[src/rtl/vstc_pkg.sv]
// Constants, register map and timing counts for the valley switch timing control block
package vstc_pkg;

  // ****************************************
  // Clock and timing
  // ****************************************
  localparam int CLK_PERIOD_NS     = 25;
  localparam int EVAL_PERIOD_MS    = 48;
  localparam int RS_LONG_NS        = 2500;
  localparam int RS_SHORT_NS       = 500;
  localparam int MAX_OFF_NS        = 50000;
  localparam int LEB_NS            = 220;
  localparam int MAX_ON_NS         = 25000;
  localparam int SW_BLANK_NS       = 190;
  localparam int OVP_BLANK_NS      = 1000;

  // Least times round up, longest times round down
  localparam int EVAL_CYCLES       = EVAL_PERIOD_MS * 1000000 / CLK_PERIOD_NS;
  localparam int RS_LONG_CYCLES    = (RS_LONG_NS + CLK_PERIOD_NS - 1) / CLK_PERIOD_NS;
  localparam int RS_SHORT_CYCLES   = (RS_SHORT_NS + CLK_PERIOD_NS - 1) / CLK_PERIOD_NS;
  localparam int MAX_OFF_CYCLES    = MAX_OFF_NS / CLK_PERIOD_NS;
  localparam int LEB_CYCLES        = (LEB_NS + CLK_PERIOD_NS - 1) / CLK_PERIOD_NS;
  localparam int MAX_ON_CYCLES     = MAX_ON_NS / CLK_PERIOD_NS;
  localparam int SW_BLANK_CYCLES   = (SW_BLANK_NS + CLK_PERIOD_NS - 1) / CLK_PERIOD_NS;
  localparam int OVP_BLANK_CYCLES  = (OVP_BLANK_NS + CLK_PERIOD_NS - 1) / CLK_PERIOD_NS;

  // ****************************************
  // Counter limits
  // ****************************************
  localparam logic [2:0] VALLEY_MIN = 3'h1;
  localparam logic [2:0] VALLEY_MAX = 3'h7;
  localparam logic [2:0] ZC_MIN     = 3'h0;
  localparam logic [2:0] ZC_MAX     = 3'h7;

  // ****************************************
  // Comparator input bit positions
  // ****************************************
  localparam int CMP_W       = 10;
  localparam int CMP_FB_LOW  = 0;
  localparam int CMP_FB_HIGH = 1;
  localparam int CMP_FB_RST  = 2;
  localparam int CMP_ZC      = 3;
  localparam int CMP_RS      = 4;
  localparam int CMP_OVP     = 5;
  localparam int CMP_CS_FB   = 6;
  localparam int CMP_CS_LIM  = 7;
  localparam int CMP_SW      = 8;
  localparam int CMP_LINE    = 9;

  // ****************************************
  // Register map (byte addresses)
  // ****************************************
  localparam logic [7:0] ADDR_CTRL   = 8'h00;
  localparam logic [7:0] ADDR_STATUS = 8'h04;
  localparam logic [7:0] ADDR_FOLD   = 8'h08;
  localparam logic [7:0] ADDR_LIMIT  = 8'h0C;

  localparam int CTRL_EN_BIT     = 0;
  localparam int ST_VALLEY_LSB   = 0;
  localparam int ST_ZC_LSB       = 4;
  localparam int ST_GATE_BIT     = 8;
  localparam int ST_LATCH_BIT    = 9;
  localparam int ST_OVP_BIT      = 10;
  localparam int ST_SW_BIT       = 11;
  localparam int ST_LINE_BIT     = 12;
  localparam int FOLD_THR_LSB    = 0;
  localparam int FOLD_BASE_LSB   = 8;
  localparam int FOLD_SHIFT_LSB  = 16;

  localparam logic       CTRL_EN_RST     = 1'b1;
  localparam logic [7:0] FOLD_THR_RST    = 8'h40;
  localparam logic [7:0] FOLD_BASE_RST   = 8'hFF;
  localparam logic [2:0] FOLD_SHIFT_RST  = 3'h1;

  localparam logic [1:0] HRESP_OKAY      = 2'h0;

endpackage

[src/rtl/vstc_timer.sv]
// Loadable down-counting timer used for every blanking and limit interval
`timescale 1ns/100ps
`default_nettype none
module vstc_timer #(
  parameter int W = 8
) (
  input  wire logic         hclk,     // System clock
  input  wire logic         hresetn,  // Async reset, active low
  input  wire logic         load,     // Restart with load_val
  input  wire logic [W-1:0] load_val, // Cycles to run
  output logic              busy      // High while counting
);

  typedef struct packed {
    logic [W-1:0] count;
  } vstc_timer_state_t;

  vstc_timer_state_t state_reg;
  vstc_timer_state_t state_next;

  always_comb begin
    state_next = state_reg;
    if (load) begin
      state_next.count = load_val;
    end else if (state_reg.count != '0) begin
      state_next.count = state_reg.count - 1'b1;
    end
  end

  always_ff @(posedge hclk or negedge hresetn) begin
    if (!hresetn) begin
      state_reg <= '0;
    end else begin
      state_reg <= state_next;
    end
  end

  assign busy = (state_reg.count != '0);

endmodule // vstc_timer
`default_nettype wire

[src/rtl/vstc_core.sv]
// Valley switch timing control: switch-on/off decisions, counters, protection and AHB registers
//
// How it works
// Feedback threshold results are evaluated once per 48 ms period.
// Feedback never above low zone threshold in period: valley count plus one.
// Above low zone but never above high zone: valley count unchanged.
// Above high zone but never above reset threshold: minus one, not below 1.
// Feedback above reset threshold forces valley count to 1 at once.
// Valley count stays within 1 to 7; out-of-range steps ignored.
// Valley count starts at 1 after reset.
// Zone thresholds selected from detected line voltage level.
// Zero-crossing counter ranges 0 to 7 and saturates.
// While off, each falling ring-sense crossing adds one to zero-crossing count.
// Zero-crossing counter clears whenever gate drive goes high.
// Ring overvoltage during off-time latches off after a blanking time.
// Ringing suppression after turn-off: long if ring level low, else short.
// Gate drive never rises while ringing suppression runs.
// After suppression, turn on when zero-crossing count reaches valley count.
// Gate off for maximum off-time turns on regardless of counters.
// Current signal above feedback level turns the switch off.
// Current compares ignored during leading-edge blanking; gives minimum on-time.
// Gate high longer than maximum on-time turns it off.
// Current above line-adjusted limit after blanking turns gate off immediately.
// Short-winding compare acts only when it lasts beyond its blanking time.
// Current limit reduced by offset from ring current above its threshold.
// Filtered short-winding compare while switch on latches the device off.
// All durations are clock counters; on-time, off-time, LEB and suppression ones restart at the relevant gate edge.
// Sticky flags record each threshold crossing during an evaluation period.
//
// The AHB-Lite register port and the register addresses are this design's own decisions.
`timescale 1ns/100ps
`default_nettype none
module vstc_core #(
  parameter int EVAL_CYC    = vstc_pkg::EVAL_CYCLES,
  parameter int RS_LONG_CYC = vstc_pkg::RS_LONG_CYCLES,
  parameter int RS_SHRT_CYC = vstc_pkg::RS_SHORT_CYCLES,
  parameter int MAX_OFF_CYC = vstc_pkg::MAX_OFF_CYCLES,
  parameter int LEB_CYC     = vstc_pkg::LEB_CYCLES,
  parameter int MAX_ON_CYC  = vstc_pkg::MAX_ON_CYCLES,
  parameter int SW_CYC      = vstc_pkg::SW_BLANK_CYCLES,
  parameter int OVP_CYC     = vstc_pkg::OVP_BLANK_CYCLES,
  parameter int CUR_W       = 8
) (
  input  wire logic             hclk,                   // System clock, 40 MHz
  input  wire logic             hresetn,                // Async reset, active low
  input  wire logic             hsel,                   // AHB slave select
  input  wire logic [31:0]      haddr,                  // AHB address
  input  wire logic [1:0]       htrans,                 // AHB transfer type
  input  wire logic             hwrite,                 // AHB write
  input  wire logic [2:0]       hsize,                  // AHB size (word only)
  input  wire logic [31:0]      hwdata,                 // AHB write data
  input  wire logic             hready,                 // AHB bus ready
  output logic                  hreadyout,              // AHB slave ready
  output logic [1:0]            hresp,                  // AHB response
  output logic [31:0]           hrdata,                 // AHB read data
  input  wire logic             fb_above_low,           // Feedback above low zone threshold
  input  wire logic             fb_above_high,          // Feedback above high zone threshold
  input  wire logic             fb_above_reset,         // Feedback above count reset threshold
  input  wire logic             ring_above_zc,          // Ring sense above 100 mV level
  input  wire logic             ring_above_rs,          // Ring sense above ringing level
  input  wire logic             ring_above_ovp,         // Ring sense above overvoltage level
  input  wire logic             cs_above_fb,            // Current signal above feedback level
  input  wire logic             cs_above_limit,         // Current above line-adjusted limit
  input  wire logic             cs_above_short_winding, // Current above short winding level
  input  wire logic             line_high,              // High line voltage detected
  input  wire logic [CUR_W-1:0] ring_current,           // Measured ring pin current code
  output logic                  gate_drive_out,         // Gate drive, high = switch on
  output logic                  zone_high_select,       // Zone threshold set for high line
  output logic [CUR_W-1:0]      cs_limit_code,          // Folded-back current limit code
  output logic                  latched_off             // Latched-off protection state
);
  import vstc_pkg::*;

  // ****************************************
  // State
  // ****************************************
  typedef struct packed {
    logic [CMP_W-1:0] cmp_s1;
    logic [CMP_W-1:0] cmp_s2;
    logic [CUR_W-1:0] cur_s1;
    logic [CUR_W-1:0] cur_s2;
    logic             zc_prev;
    logic [2:0]       valley;
    logic [2:0]       zc_count;
    logic             seen_low;
    logic             seen_high;
    logic             seen_reset;
    logic             eval_run;
    logic             gate;
    logic             latched;
    logic             ovp_trip;
    logic             sw_trip;
    logic             enable;
    logic [CUR_W-1:0] fold_thr;
    logic [CUR_W-1:0] fold_base;
    logic [2:0]       fold_shift;
    logic [CUR_W-1:0] limit;
    logic             ap_valid;
    logic             ap_write;
    logic [7:0]       ap_addr;
    logic [31:0]      rdata;
  } vstc_core_state_t;

  localparam vstc_core_state_t ST_RST = '{
    valley:     VALLEY_MIN,
    zc_count:   ZC_MIN,
    enable:     CTRL_EN_RST,
    fold_thr:   CUR_W'(FOLD_THR_RST),
    fold_base:  CUR_W'(FOLD_BASE_RST),
    fold_shift: FOLD_SHIFT_RST,
    limit:      CUR_W'(FOLD_BASE_RST),
    default:    '0
  };

  vstc_core_state_t state_reg;
  vstc_core_state_t state_next;

  logic             turn_on;
  logic             turn_off;
  logic             eval_end;
  logic             ap_take;
  logic             off_trip;
  logic [CUR_W-1:0] excess;
  logic [CUR_W-1:0] offset;
  logic [31:0]      rd_mux;
  logic [7:0]       rs_val;

  logic eval_busy;
  logic rs_busy;
  logic off_busy;
  logic leb_busy;
  logic on_busy;
  logic sw_busy;
  logic ovp_busy;

  // ****************************************
  // Timers
  // ****************************************
  // Each restarts on a gate edge or on its own qualifying condition
  vstc_timer #(.W(21)) u_eval (
    .hclk(hclk), .hresetn(hresetn), .load(eval_end || !state_reg.eval_run),
    .load_val(21'(EVAL_CYC - 1)), .busy(eval_busy)
  );
  vstc_timer #(.W(8)) u_rs (
    .hclk(hclk), .hresetn(hresetn), .load(turn_off),
    .load_val(rs_val), .busy(rs_busy)
  );
  vstc_timer #(.W(12)) u_off (
    .hclk(hclk), .hresetn(hresetn), .load(turn_off),
    .load_val(12'(MAX_OFF_CYC)), .busy(off_busy)
  );
  vstc_timer #(.W(8)) u_leb (
    .hclk(hclk), .hresetn(hresetn), .load(turn_on),
    .load_val(8'(LEB_CYC)), .busy(leb_busy)
  );
  vstc_timer #(.W(12)) u_on (
    .hclk(hclk), .hresetn(hresetn), .load(turn_on),
    .load_val(12'(MAX_ON_CYC)), .busy(on_busy)
  );
  // Restarted whenever the compare drops, so only an unbroken run trips
  vstc_timer #(.W(8)) u_sw (
    .hclk(hclk), .hresetn(hresetn),
    .load(!(state_reg.gate && state_reg.cmp_s2[CMP_SW])),
    .load_val(8'(SW_CYC)), .busy(sw_busy)
  );
  vstc_timer #(.W(8)) u_ovp (
    .hclk(hclk), .hresetn(hresetn),
    .load(!(!state_reg.gate && state_reg.cmp_s2[CMP_OVP])),
    .load_val(8'(OVP_CYC)), .busy(ovp_busy)
  );

  // ****************************************
  // Next-state logic
  // ****************************************
  always_comb begin
    state_next = state_reg;
    state_next.cmp_s1 = {line_high, cs_above_short_winding, cs_above_limit, cs_above_fb,
                         ring_above_ovp, ring_above_rs, ring_above_zc, fb_above_reset,
                         fb_above_high, fb_above_low};
    state_next.cmp_s2 = state_reg.cmp_s1;
    // Word sampled without handshake; a code may be off by one sample on a change
    state_next.cur_s1 = ring_current;
    state_next.cur_s2 = state_reg.cur_s1;
    state_next.zc_prev = state_reg.cmp_s2[CMP_ZC];

    // Longer suppression when ringing is still below its level
    rs_val = state_reg.cmp_s2[CMP_RS] ? 8'(RS_SHRT_CYC) : 8'(RS_LONG_CYC);

    // Protection latches, held until the next start-up reset
    off_trip = 1'b0;
    if (!state_reg.gate && state_reg.cmp_s2[CMP_OVP] && !ovp_busy) begin
      state_next.ovp_trip = 1'b1;
      off_trip = 1'b1;
    end
    if (state_reg.gate && state_reg.cmp_s2[CMP_SW] && !sw_busy) begin
      state_next.sw_trip = 1'b1;
      off_trip = 1'b1;
    end
    if (off_trip) begin
      state_next.latched = 1'b1;
    end

    // Switch-off decision
    turn_off = 1'b0;
    if (state_reg.gate) begin
      if (!leb_busy && state_reg.cmp_s2[CMP_CS_FB]) begin
        turn_off = 1'b1;
      end
      if (!leb_busy && state_reg.cmp_s2[CMP_CS_LIM]) begin
        turn_off = 1'b1;
      end
      if (!on_busy) begin
        turn_off = 1'b1;
      end
      if (off_trip || state_reg.latched || !state_reg.enable) begin
        turn_off = 1'b1;
      end
    end

    // Switch-on decision; suppression blocks valley starts
    turn_on = 1'b0;
    if (!state_reg.gate && !state_reg.latched && !off_trip && state_reg.enable) begin
      if (!rs_busy && (state_reg.zc_count >= state_reg.valley)) begin
        turn_on = 1'b1;
      end
      if (!off_busy) begin
        turn_on = 1'b1;
      end
    end
    if (turn_on) begin
      state_next.gate = 1'b1;
    end else if (turn_off) begin
      state_next.gate = 1'b0;
    end

    // Zero-crossing counter
    if (turn_on) begin
      state_next.zc_count = ZC_MIN;
    end else if (!state_reg.gate && state_reg.zc_prev && !state_reg.cmp_s2[CMP_ZC]
                 && state_reg.zc_count != ZC_MAX) begin
      state_next.zc_count = state_reg.zc_count + 1'b1;
    end

    // Sticky threshold flags; a crossing in the closing cycle still counts
    state_next.eval_run = 1'b1;
    eval_end = state_reg.eval_run && !eval_busy;
    state_next.seen_low   = !eval_end && (state_reg.seen_low || state_reg.cmp_s2[CMP_FB_LOW]);
    state_next.seen_high  = !eval_end && (state_reg.seen_high || state_reg.cmp_s2[CMP_FB_HIGH]);
    state_next.seen_reset = !eval_end && (state_reg.seen_reset || state_reg.cmp_s2[CMP_FB_RST]);
    if (state_reg.cmp_s2[CMP_FB_RST]) begin
      state_next.valley = VALLEY_MIN;
    end else if (eval_end) begin
      if (state_reg.seen_reset) begin
        state_next.valley = VALLEY_MIN;
      end else if (state_reg.seen_high || state_reg.cmp_s2[CMP_FB_HIGH]) begin
        if (state_reg.valley != VALLEY_MIN) begin
          state_next.valley = state_reg.valley - 1'b1;
        end
      end else if (state_reg.seen_low || state_reg.cmp_s2[CMP_FB_LOW]) begin
        state_next.valley = state_reg.valley;
      end else if (state_reg.valley != VALLEY_MAX) begin
        state_next.valley = state_reg.valley + 1'b1;
      end
    end

    // Foldback of the current limit
    excess = (state_reg.cur_s2 > state_reg.fold_thr) ?
             (state_reg.cur_s2 - state_reg.fold_thr) : '0;
    offset = excess >> state_reg.fold_shift;
    state_next.limit = (state_reg.fold_base > offset) ? (state_reg.fold_base - offset) : '0;

    // ****************************************
    // AHB-Lite slave, zero wait states
    // ****************************************
    rd_mux = '0;
    case (haddr[7:0])
      ADDR_CTRL: begin
        rd_mux[CTRL_EN_BIT] = state_reg.enable;
      end
      ADDR_STATUS: begin
        rd_mux[ST_VALLEY_LSB +: 3] = state_reg.valley;
        rd_mux[ST_ZC_LSB +: 3]     = state_reg.zc_count;
        rd_mux[ST_GATE_BIT]        = state_reg.gate;
        rd_mux[ST_LATCH_BIT]       = state_reg.latched;
        rd_mux[ST_OVP_BIT]         = state_reg.ovp_trip;
        rd_mux[ST_SW_BIT]          = state_reg.sw_trip;
        rd_mux[ST_LINE_BIT]        = state_reg.cmp_s2[CMP_LINE];
      end
      ADDR_FOLD: begin
        rd_mux[FOLD_THR_LSB +: CUR_W]  = state_reg.fold_thr;
        rd_mux[FOLD_BASE_LSB +: CUR_W] = state_reg.fold_base;
        rd_mux[FOLD_SHIFT_LSB +: 3]    = state_reg.fold_shift;
      end
      ADDR_LIMIT: begin
        rd_mux[CUR_W-1:0] = state_reg.limit;
      end
      default: begin
        rd_mux = '0;
      end
    endcase
    ap_take = hsel && htrans[1] && hready;
    if (hready) begin
      state_next.ap_valid = ap_take;
      state_next.ap_write = hwrite;
      state_next.ap_addr  = haddr[7:0];
    end
    if (ap_take && !hwrite) begin
      state_next.rdata = rd_mux;
    end
    if (state_reg.ap_valid && state_reg.ap_write) begin
      case (state_reg.ap_addr)
        ADDR_CTRL: begin
          state_next.enable = hwdata[CTRL_EN_BIT];
        end
        ADDR_FOLD: begin
          state_next.fold_thr   = hwdata[FOLD_THR_LSB +: CUR_W];
          state_next.fold_base  = hwdata[FOLD_BASE_LSB +: CUR_W];
          state_next.fold_shift = hwdata[FOLD_SHIFT_LSB +: 3];
        end
        default: begin
          state_next.enable = state_reg.enable;
        end
      endcase
    end
  end

  always_ff @(posedge hclk or negedge hresetn) begin
    if (!hresetn) begin
      state_reg <= ST_RST;
    end else begin
      state_reg <= state_next;
    end
  end

  // ****************************************
  // Outputs
  // ****************************************
  assign hreadyout        = 1'b1;
  assign hresp            = HRESP_OKAY;
  assign hrdata           = state_reg.rdata;
  assign gate_drive_out   = state_reg.gate;
  assign zone_high_select = state_reg.cmp_s2[CMP_LINE];
  assign cs_limit_code    = state_reg.limit;
  assign latched_off      = state_reg.latched;

endmodule // vstc_core
`default_nettype wire

[config.mk]
export PLATFORM = sky130hd
export DESIGN_NAME = vstc_core
export DESIGN_NICKNAME = d
export VERILOG_FILES = /design/src/rtl/vstc_pkg.sv /design/src/rtl/vstc_timer.sv /design/src/rtl/vstc_core.sv
export SDC_FILE = /design/constraint.sdc
export NUM_CORES = 1
export LEC_CHECK = 0
export BUFFER_PORTS_ARGS = -buffer_cell sky130_fd_sc_hd__buf_2
export CORE_AREA = 8 8 192 157
export CTS_CLUSTER_DIAMETER = 30
export DETAILED_ROUTE_END_ITERATION = 7
export DIE_AREA = 0 0 200 165
export GPL_ROUTABILITY_DRIVEN = 0
export RECOVER_POWER = 50
export SLEW_MARGIN = 20
export SYNTH_ARGS = -nofsm -noshare
export SYNTH_HDL_FRONTEND = slang
export SYNTH_SLANG_ARGS = --single-unit
[constraint.sdc]
create_clock -name hclk -period 4.1 [get_ports hclk]
set_clock_uncertainty 0.05 [all_clocks]
set_input_delay 0.615 -clock hclk [delete_from_list [all_inputs] [get_ports hclk]]
set_output_delay 0.615 -clock hclk [all_outputs]
set_load 0.02 [all_outputs]
# ---- Yosys cells after proc, flatten, opt, wreduce, memory -nomap -nowiden
# Cells that the tools add are included.
# W data, S select, Z words.
dict set report word_totals {
  register_bits 185
  in_bits 92
  out_inout_bits 46
  wordCells 164
}
dict set report op_classes {
  addsub 12
  n_lt_le_gt_ge 3
  n_eq_ne 11
  shifts 1
  n_mux 45
  reduce_logical 61
}
# op n
set op_table {}
lappend op_table {{$mux W8} 10}
lappend op_table {{$mux W12} 4}
lappend op_table {{$mux W21} 2}
lappend op_table {{$reduce_bool A8 Y1} 4}
lappend op_table {{$sub A8 B1 Y8 const B} 4}
lappend op_table {{$mux W3} 9}
lappend op_table {{$eq A8 B4 Y1 const B} 3}
lappend op_table {{$reduce_bool A12 Y1} 2}
lappend op_table {{$sub A12 B1 Y12 const B} 2}
lappend op_table {{$logic_and A1 B1 Y1} 21}
lappend op_table {{$reduce_bool A21 Y1} 1}
lappend op_table {{$sub A21 B1 Y21 const B} 1}
lappend op_table {{$gt A8 B8 Y1} 2}
lappend op_table {{$logic_not A8 Y1} 2}
lappend op_table {{$reduce_bool A2 Y1} 8}
lappend op_table {{$sub A8 B8 Y8} 2}
lappend op_table {{$logic_not A1 Y1} 13}
lappend op_table {{$mux W1} 12}
lappend op_table {{$pmux W5 S2} 1}
lappend op_table {{$pmux W3 S3} 1}
lappend op_table {{$eq A8 B3 Y1 const B} 1}
lappend op_table {{$ne A4 B3 Y1 const B} 2}
lappend op_table {{$shr A8 B3 Y8} 1}
lappend op_table {{$mux W7} 1}
lappend op_table {{14 further kinds} 24}

# ---- Depth between registers and ports, before layout
dict set report depth {
  ltp_word 11
  depth_mapped 18
  depth_no_buf 18
}

# ---- Cells and area by module
# A second synthesis with hierarchy kept.
dict set report unflattened {
  cells_unflattened 1037
  area_unflattened_um2 10252.3
}
# module instances cells_each area_per_inst_um2 seq_area_each_um2
set by_module_without_submodules {}
lappend by_module_without_submodules {vstc_core 1 524 5565.3 2727.6}
lappend by_module_without_submodules {{vstc_timer at u_leb ...} 3 55 490.5 200.2}
lappend by_module_without_submodules {{vstc_timer at u_off ...} 2 72 720.7 300.3}
lappend by_module_without_submodules {{vstc_timer at u_eval} 1 145 1244.9 525.5}
lappend by_module_without_submodules {{vstc_timer at u_sw} 1 59 529.3 200.2}

# ---- Worst setup path before layout
# No wires, ideal clock.
dict set report synth_timing {
  path_kind {register to register}
  start {register state_reg[85] (netlist name)}
  end {register state_reg, in the netlist cs_limit_code[4]}
  t_arrival_ps 3829
  required_ps 3942
  path_slack_ps 112
  path_stages_with_launch 18
  n_path_buf 0
  period_less_slack_ps 3988
  path_cell_list {dfrtp_1 > inv_1 > ha_1 > inv_1 > fa_1 > a211oi_2 > o21bai_1 > nor4_1 > nor4b_1 > and3_1 > a2111oi_1 > fa_1 > nor2b_1 > o21a_1 > o21ai_1 > a21oi_1 > o31ai_1 > nor3b_1}
}
# element line_no
set synth_rtl {}
lappend synth_rtl {{from (decl)} vstc_core.sv:115} ;# vstc_core_state_t state_reg;
lappend synth_rtl {{from (signal assigned)} vstc_core.sv:331} ;# state_reg <= state_next;

==> results_dict.tcl <==
set metrics [dict create \
    status "complete, but fails checks" \
    violations "capacitance limit, slew limit" \
    worstSetupStartpoint "state_reg[61]$_DFFE_PN0P_" \
    arrival_ps 4250 \
    setup_ws_ps 154.7 \
    switchingPower_mw 1.637 \
    cp.depth 19 \
    p_int_mw 3.462 \
    end_kind "flip-flop" \
    antenna_found_initial 0 \
    ys_seq_area_share_pct 49.98 \
    worstSetupPathType "flip-flop to flip-flop" \
    pre_cts_slack_ps 91.48 \
    cts_max_level 4 \
    setup_viol 0 \
    ys.flop_type "dfrtp_1" \
    seq_power_share_pct 47.4 \
    power_density_mw_per_mm2 483.6 \
    power_mw 5.099 \
    num_vias 6560 \
    chipHeight_microns 165 \
    initial_core_util_pct 34.54 \
    critical_path_required_ps 4410 \
    synth_cells 907 \
    grt_pass1_wl_microns 33890 \
    fp.dieW_microns 200 \
    detail-route-antenna-nets 0 \
    wl_microns 20900 \
    largest_reg_flops 59 \
    wl_per_cell_microns 15.55 \
    grt_pass1_vias 6364 \
    core-area_sq_mm 0.02696 \
    area_growth_pct 13.23 \
    synth_edf_count 0 \
    slew_violations 162 \
    rsz0062_at_grt "true" \
    synth.avg_cell_area_sq_um 10.27 \
    finalCritPeriodShare_pct 96.23 \
    dpl.cell_count 1312 \
    rr_worst_depth 19 \
    synth-seq-cells 185 \
    cts_root_buf "clkbuf_16" \
    min_path_type "primary input to flip-flop" \
    startpoint_type "flip-flop" \
    period_minus_slack_ps 3945 \
    syn-cell-area_sq_mm 0.009313 \
    io_pins 138 \
    pwr-share-clk_pct 30.1 \
    crit_fanout 6 \
    synth_cell_type_count 82 \
    clock-sinks 185 \
    whs_ps 226.5 \
    drt_iter0_drc 390 \
    ctsResizeCount 0 \
    final_cells 1344 \
    slew_headroom_pct -38.33 \
    r2r-end "cs_limit_code[4]$_DFF_PN1_" \
    die-area_sq_mm 0.03300 \
    io_buffers 80 \
    p_comb_share_pct 22.5 \
    n_antenna_cell 0 \
    async_flop_share_pct 100.0 \
    grt-ovfl-total 0 \
    slowest_stage "or4b_1" \
    grt_max_degree 86 \
    clk_latency_ps 440 \
    place_area_sq_mm 0.009926 \
    drc 0 \
    r2r_slack_ps 150 \
    r2r-start "state_reg[61]$_DFFE_PN0P_" \
    ys.warnings.count 0 \
    power.leakage_nw 4.533 \
    cts_buffer_depth 2 \
    critPathMaxStageDelay_ps 490 \
    synth_top_area_cell "dfrtp_1" \
    crit_family "simple AND/OR/NAND/NOR gates" \
    drt_pre_antenna_iters 5 \
    holdBufCountCts 0 \
    vdd_drop_max_mv 0.3591 \
    yosys-top-cells-area "dfrtp_1 (44%), dfstp_2 (5.6%), ha_1 (4.3%), nor2_1 (4.1%), mux2_2 (3.7%)" \
    switching_share_pct 32.11 \
    hold_viol 0 \
    crit_chain "ha_2 -> inv_1 -> fa_2 -> a211oi_4 -> buf_4 -> or4b_1 -> nand3_1 -> nor3_2 -> nand3b_1 -> o211a_1 -> ha_2 -> fa_2 -> nor2b_4 -> o21a_1 -> o21ai_2 -> a21oi_2 -> o31ai_2 -> buf_4 -> nor3b_2" \
    synth_top_area_share_pct 44.34 \
    postCtsSetupRepairBufs 0 \
    final_core_util_pct 39.12 \
    path_buf_inv 3 \
    grt_usage_pct 13.12 \
    core.rowCount 54 \
    numCtsBuffers 17 \
    nNetsFinal 1093 \
    cts_tree "yes" \
    worstMarginPinSlew_ps 2075 \
    setup_tns_ps 0 \
    maxCapViolCount 2 \
    fin_area_sq_mm 0.01055 \
    layout-drive-gt1-share_pct 21.84 \
    dpl.hpwl_microns 15400 \
    viasPerCell 4.881 \
    worstSetupEndpoint "cs_limit_code[4]$_DFF_PN1_" \
    clkTransAtPathRegs_ps 80 \
    max_freq_ghz 0.2535 \
]
-- power groups by stage --
stage | clock network [mW] | logic, mW | registers, mW
finish | 1.53 | 1.15 | 2.42
floorplan | 0 | 0.895 | 2.37
CTS | 1.59 | 1.13 | 2.42
global route | 1.67 | 1.33 | 2.47
global placement | 0 | 1.09 | 2.44
detailed placement | 0 | 1.13 | 2.44
-- worst register-to-register path: stages (launching register included) --
cell and delay, ps:
dfrtp_1 420, ha_2 200, inv_1 80, fa_2 260, a211oi_4 80, buf_4 170, or4b_1 490, nand3_1 120
nor3_2 70, nand3b_1 170, o211a_1 140, ha_2 190, fa_2 380, nor2b_4 140, o21a_1 170, o21ai_2 70
a21oi_2 240, o31ai_2 100, buf_4 180, nor3b_2 170
-- logic make-up after synthesis --
logic type | Yosys count | synth area share (%)
other cells | 2 | 0.08064
compound gates | 133 | 9.848
buf+inv | 108 | 6.301
xor+xnor | 55 | 5.173
simple gates | 350 | 19.04
mux | 40 | 4.850
flops | 185 | 49.98
fa+ha+maj | 34 | 4.729
-- worst min path at each step --
stage,start,to,cells after the start
2_1_floorplan,hresetn,gate_drive_out$_DFFE_PN0P_,0
3_3_place_gp,state_next[86]$_DFF_PN0_,state_reg[86]$_DFF_PN0_,0
3_5_place_dp,state_next[102]$_DFF_PN0_,state_reg[102]$_DFF_PN0_,0
4_1_cts,hresetn,state_next[101]$_DFF_PN0_,1
5_1_grt,cs_above_limit,state_next[108]$_DFF_PN0_,1
6_report,cs_above_limit,state_next[108]$_DFF_PN0_,1
-- cell type report --
cell class / count / area (sq um)
Multi-Input combinational cell: 629 / 4237
Clock buffer: 17 / 425.4
Inverter: 37 / 138.9
Tap cell: 364 / 455.4
Fill cell: 2674 / 16410
Sequential cell: 185 / 4654
Timing Repair Buffer: 97 / 518.0
Clock inverter: 15 / 116.4
-- cell usage after synthesis, drive strengths merged (12+ instances only) --
| library cell | instances |
|---|---|
| a21oi | 14 |
| buf | 50 |
| clkbuf | 21 |
| dfrtp | 165 |
| dfstp | 20 |
| ha | 32 |
| inv | 36 |
| mux2 | 31 |
| nand2 | 90 |
| nand2b | 13 |
| nand3 | 22 |
| nor2 | 103 |
| nor2b | 12 |
| nor3 | 29 |
| nor4 | 17 |
| o21ai | 43 |
| or3 | 15 |
| xnor2 | 34 |
| xor2 | 21 |
-- layout by cell type (no fill, tap or decap), types with 13 or more instances in the layout --
cell / instances
or3_1: 15
mux2_2: 31
dfstp_2: 20
nor2_1: 102
xor2_1: 21
ha_1: 30
xnor2_1: 34
o21ai_0: 36
inv_1: 36
nand3_1: 22
clkbuf_16: 17
nand2b_1: 13
buf_2: 77
nand2_1: 90
dfrtp_1: 165
buf_4: 15
conb_1: 17
nor3_1: 24
nor4_1: 13
-- metal layers --
layer / vias up / wire (microns) / GRT usage [%]
li1: 3232 / - / -
met1: 3154 / 10950 / 19.72
met2: 152 / 8538 / 17.98
met3: 22 / 1203 / 3.686
met4: 0 / 206 / 3.439
met5: - / 0 / 0
No activity file was read; power rests on OpenSTA's default activity.
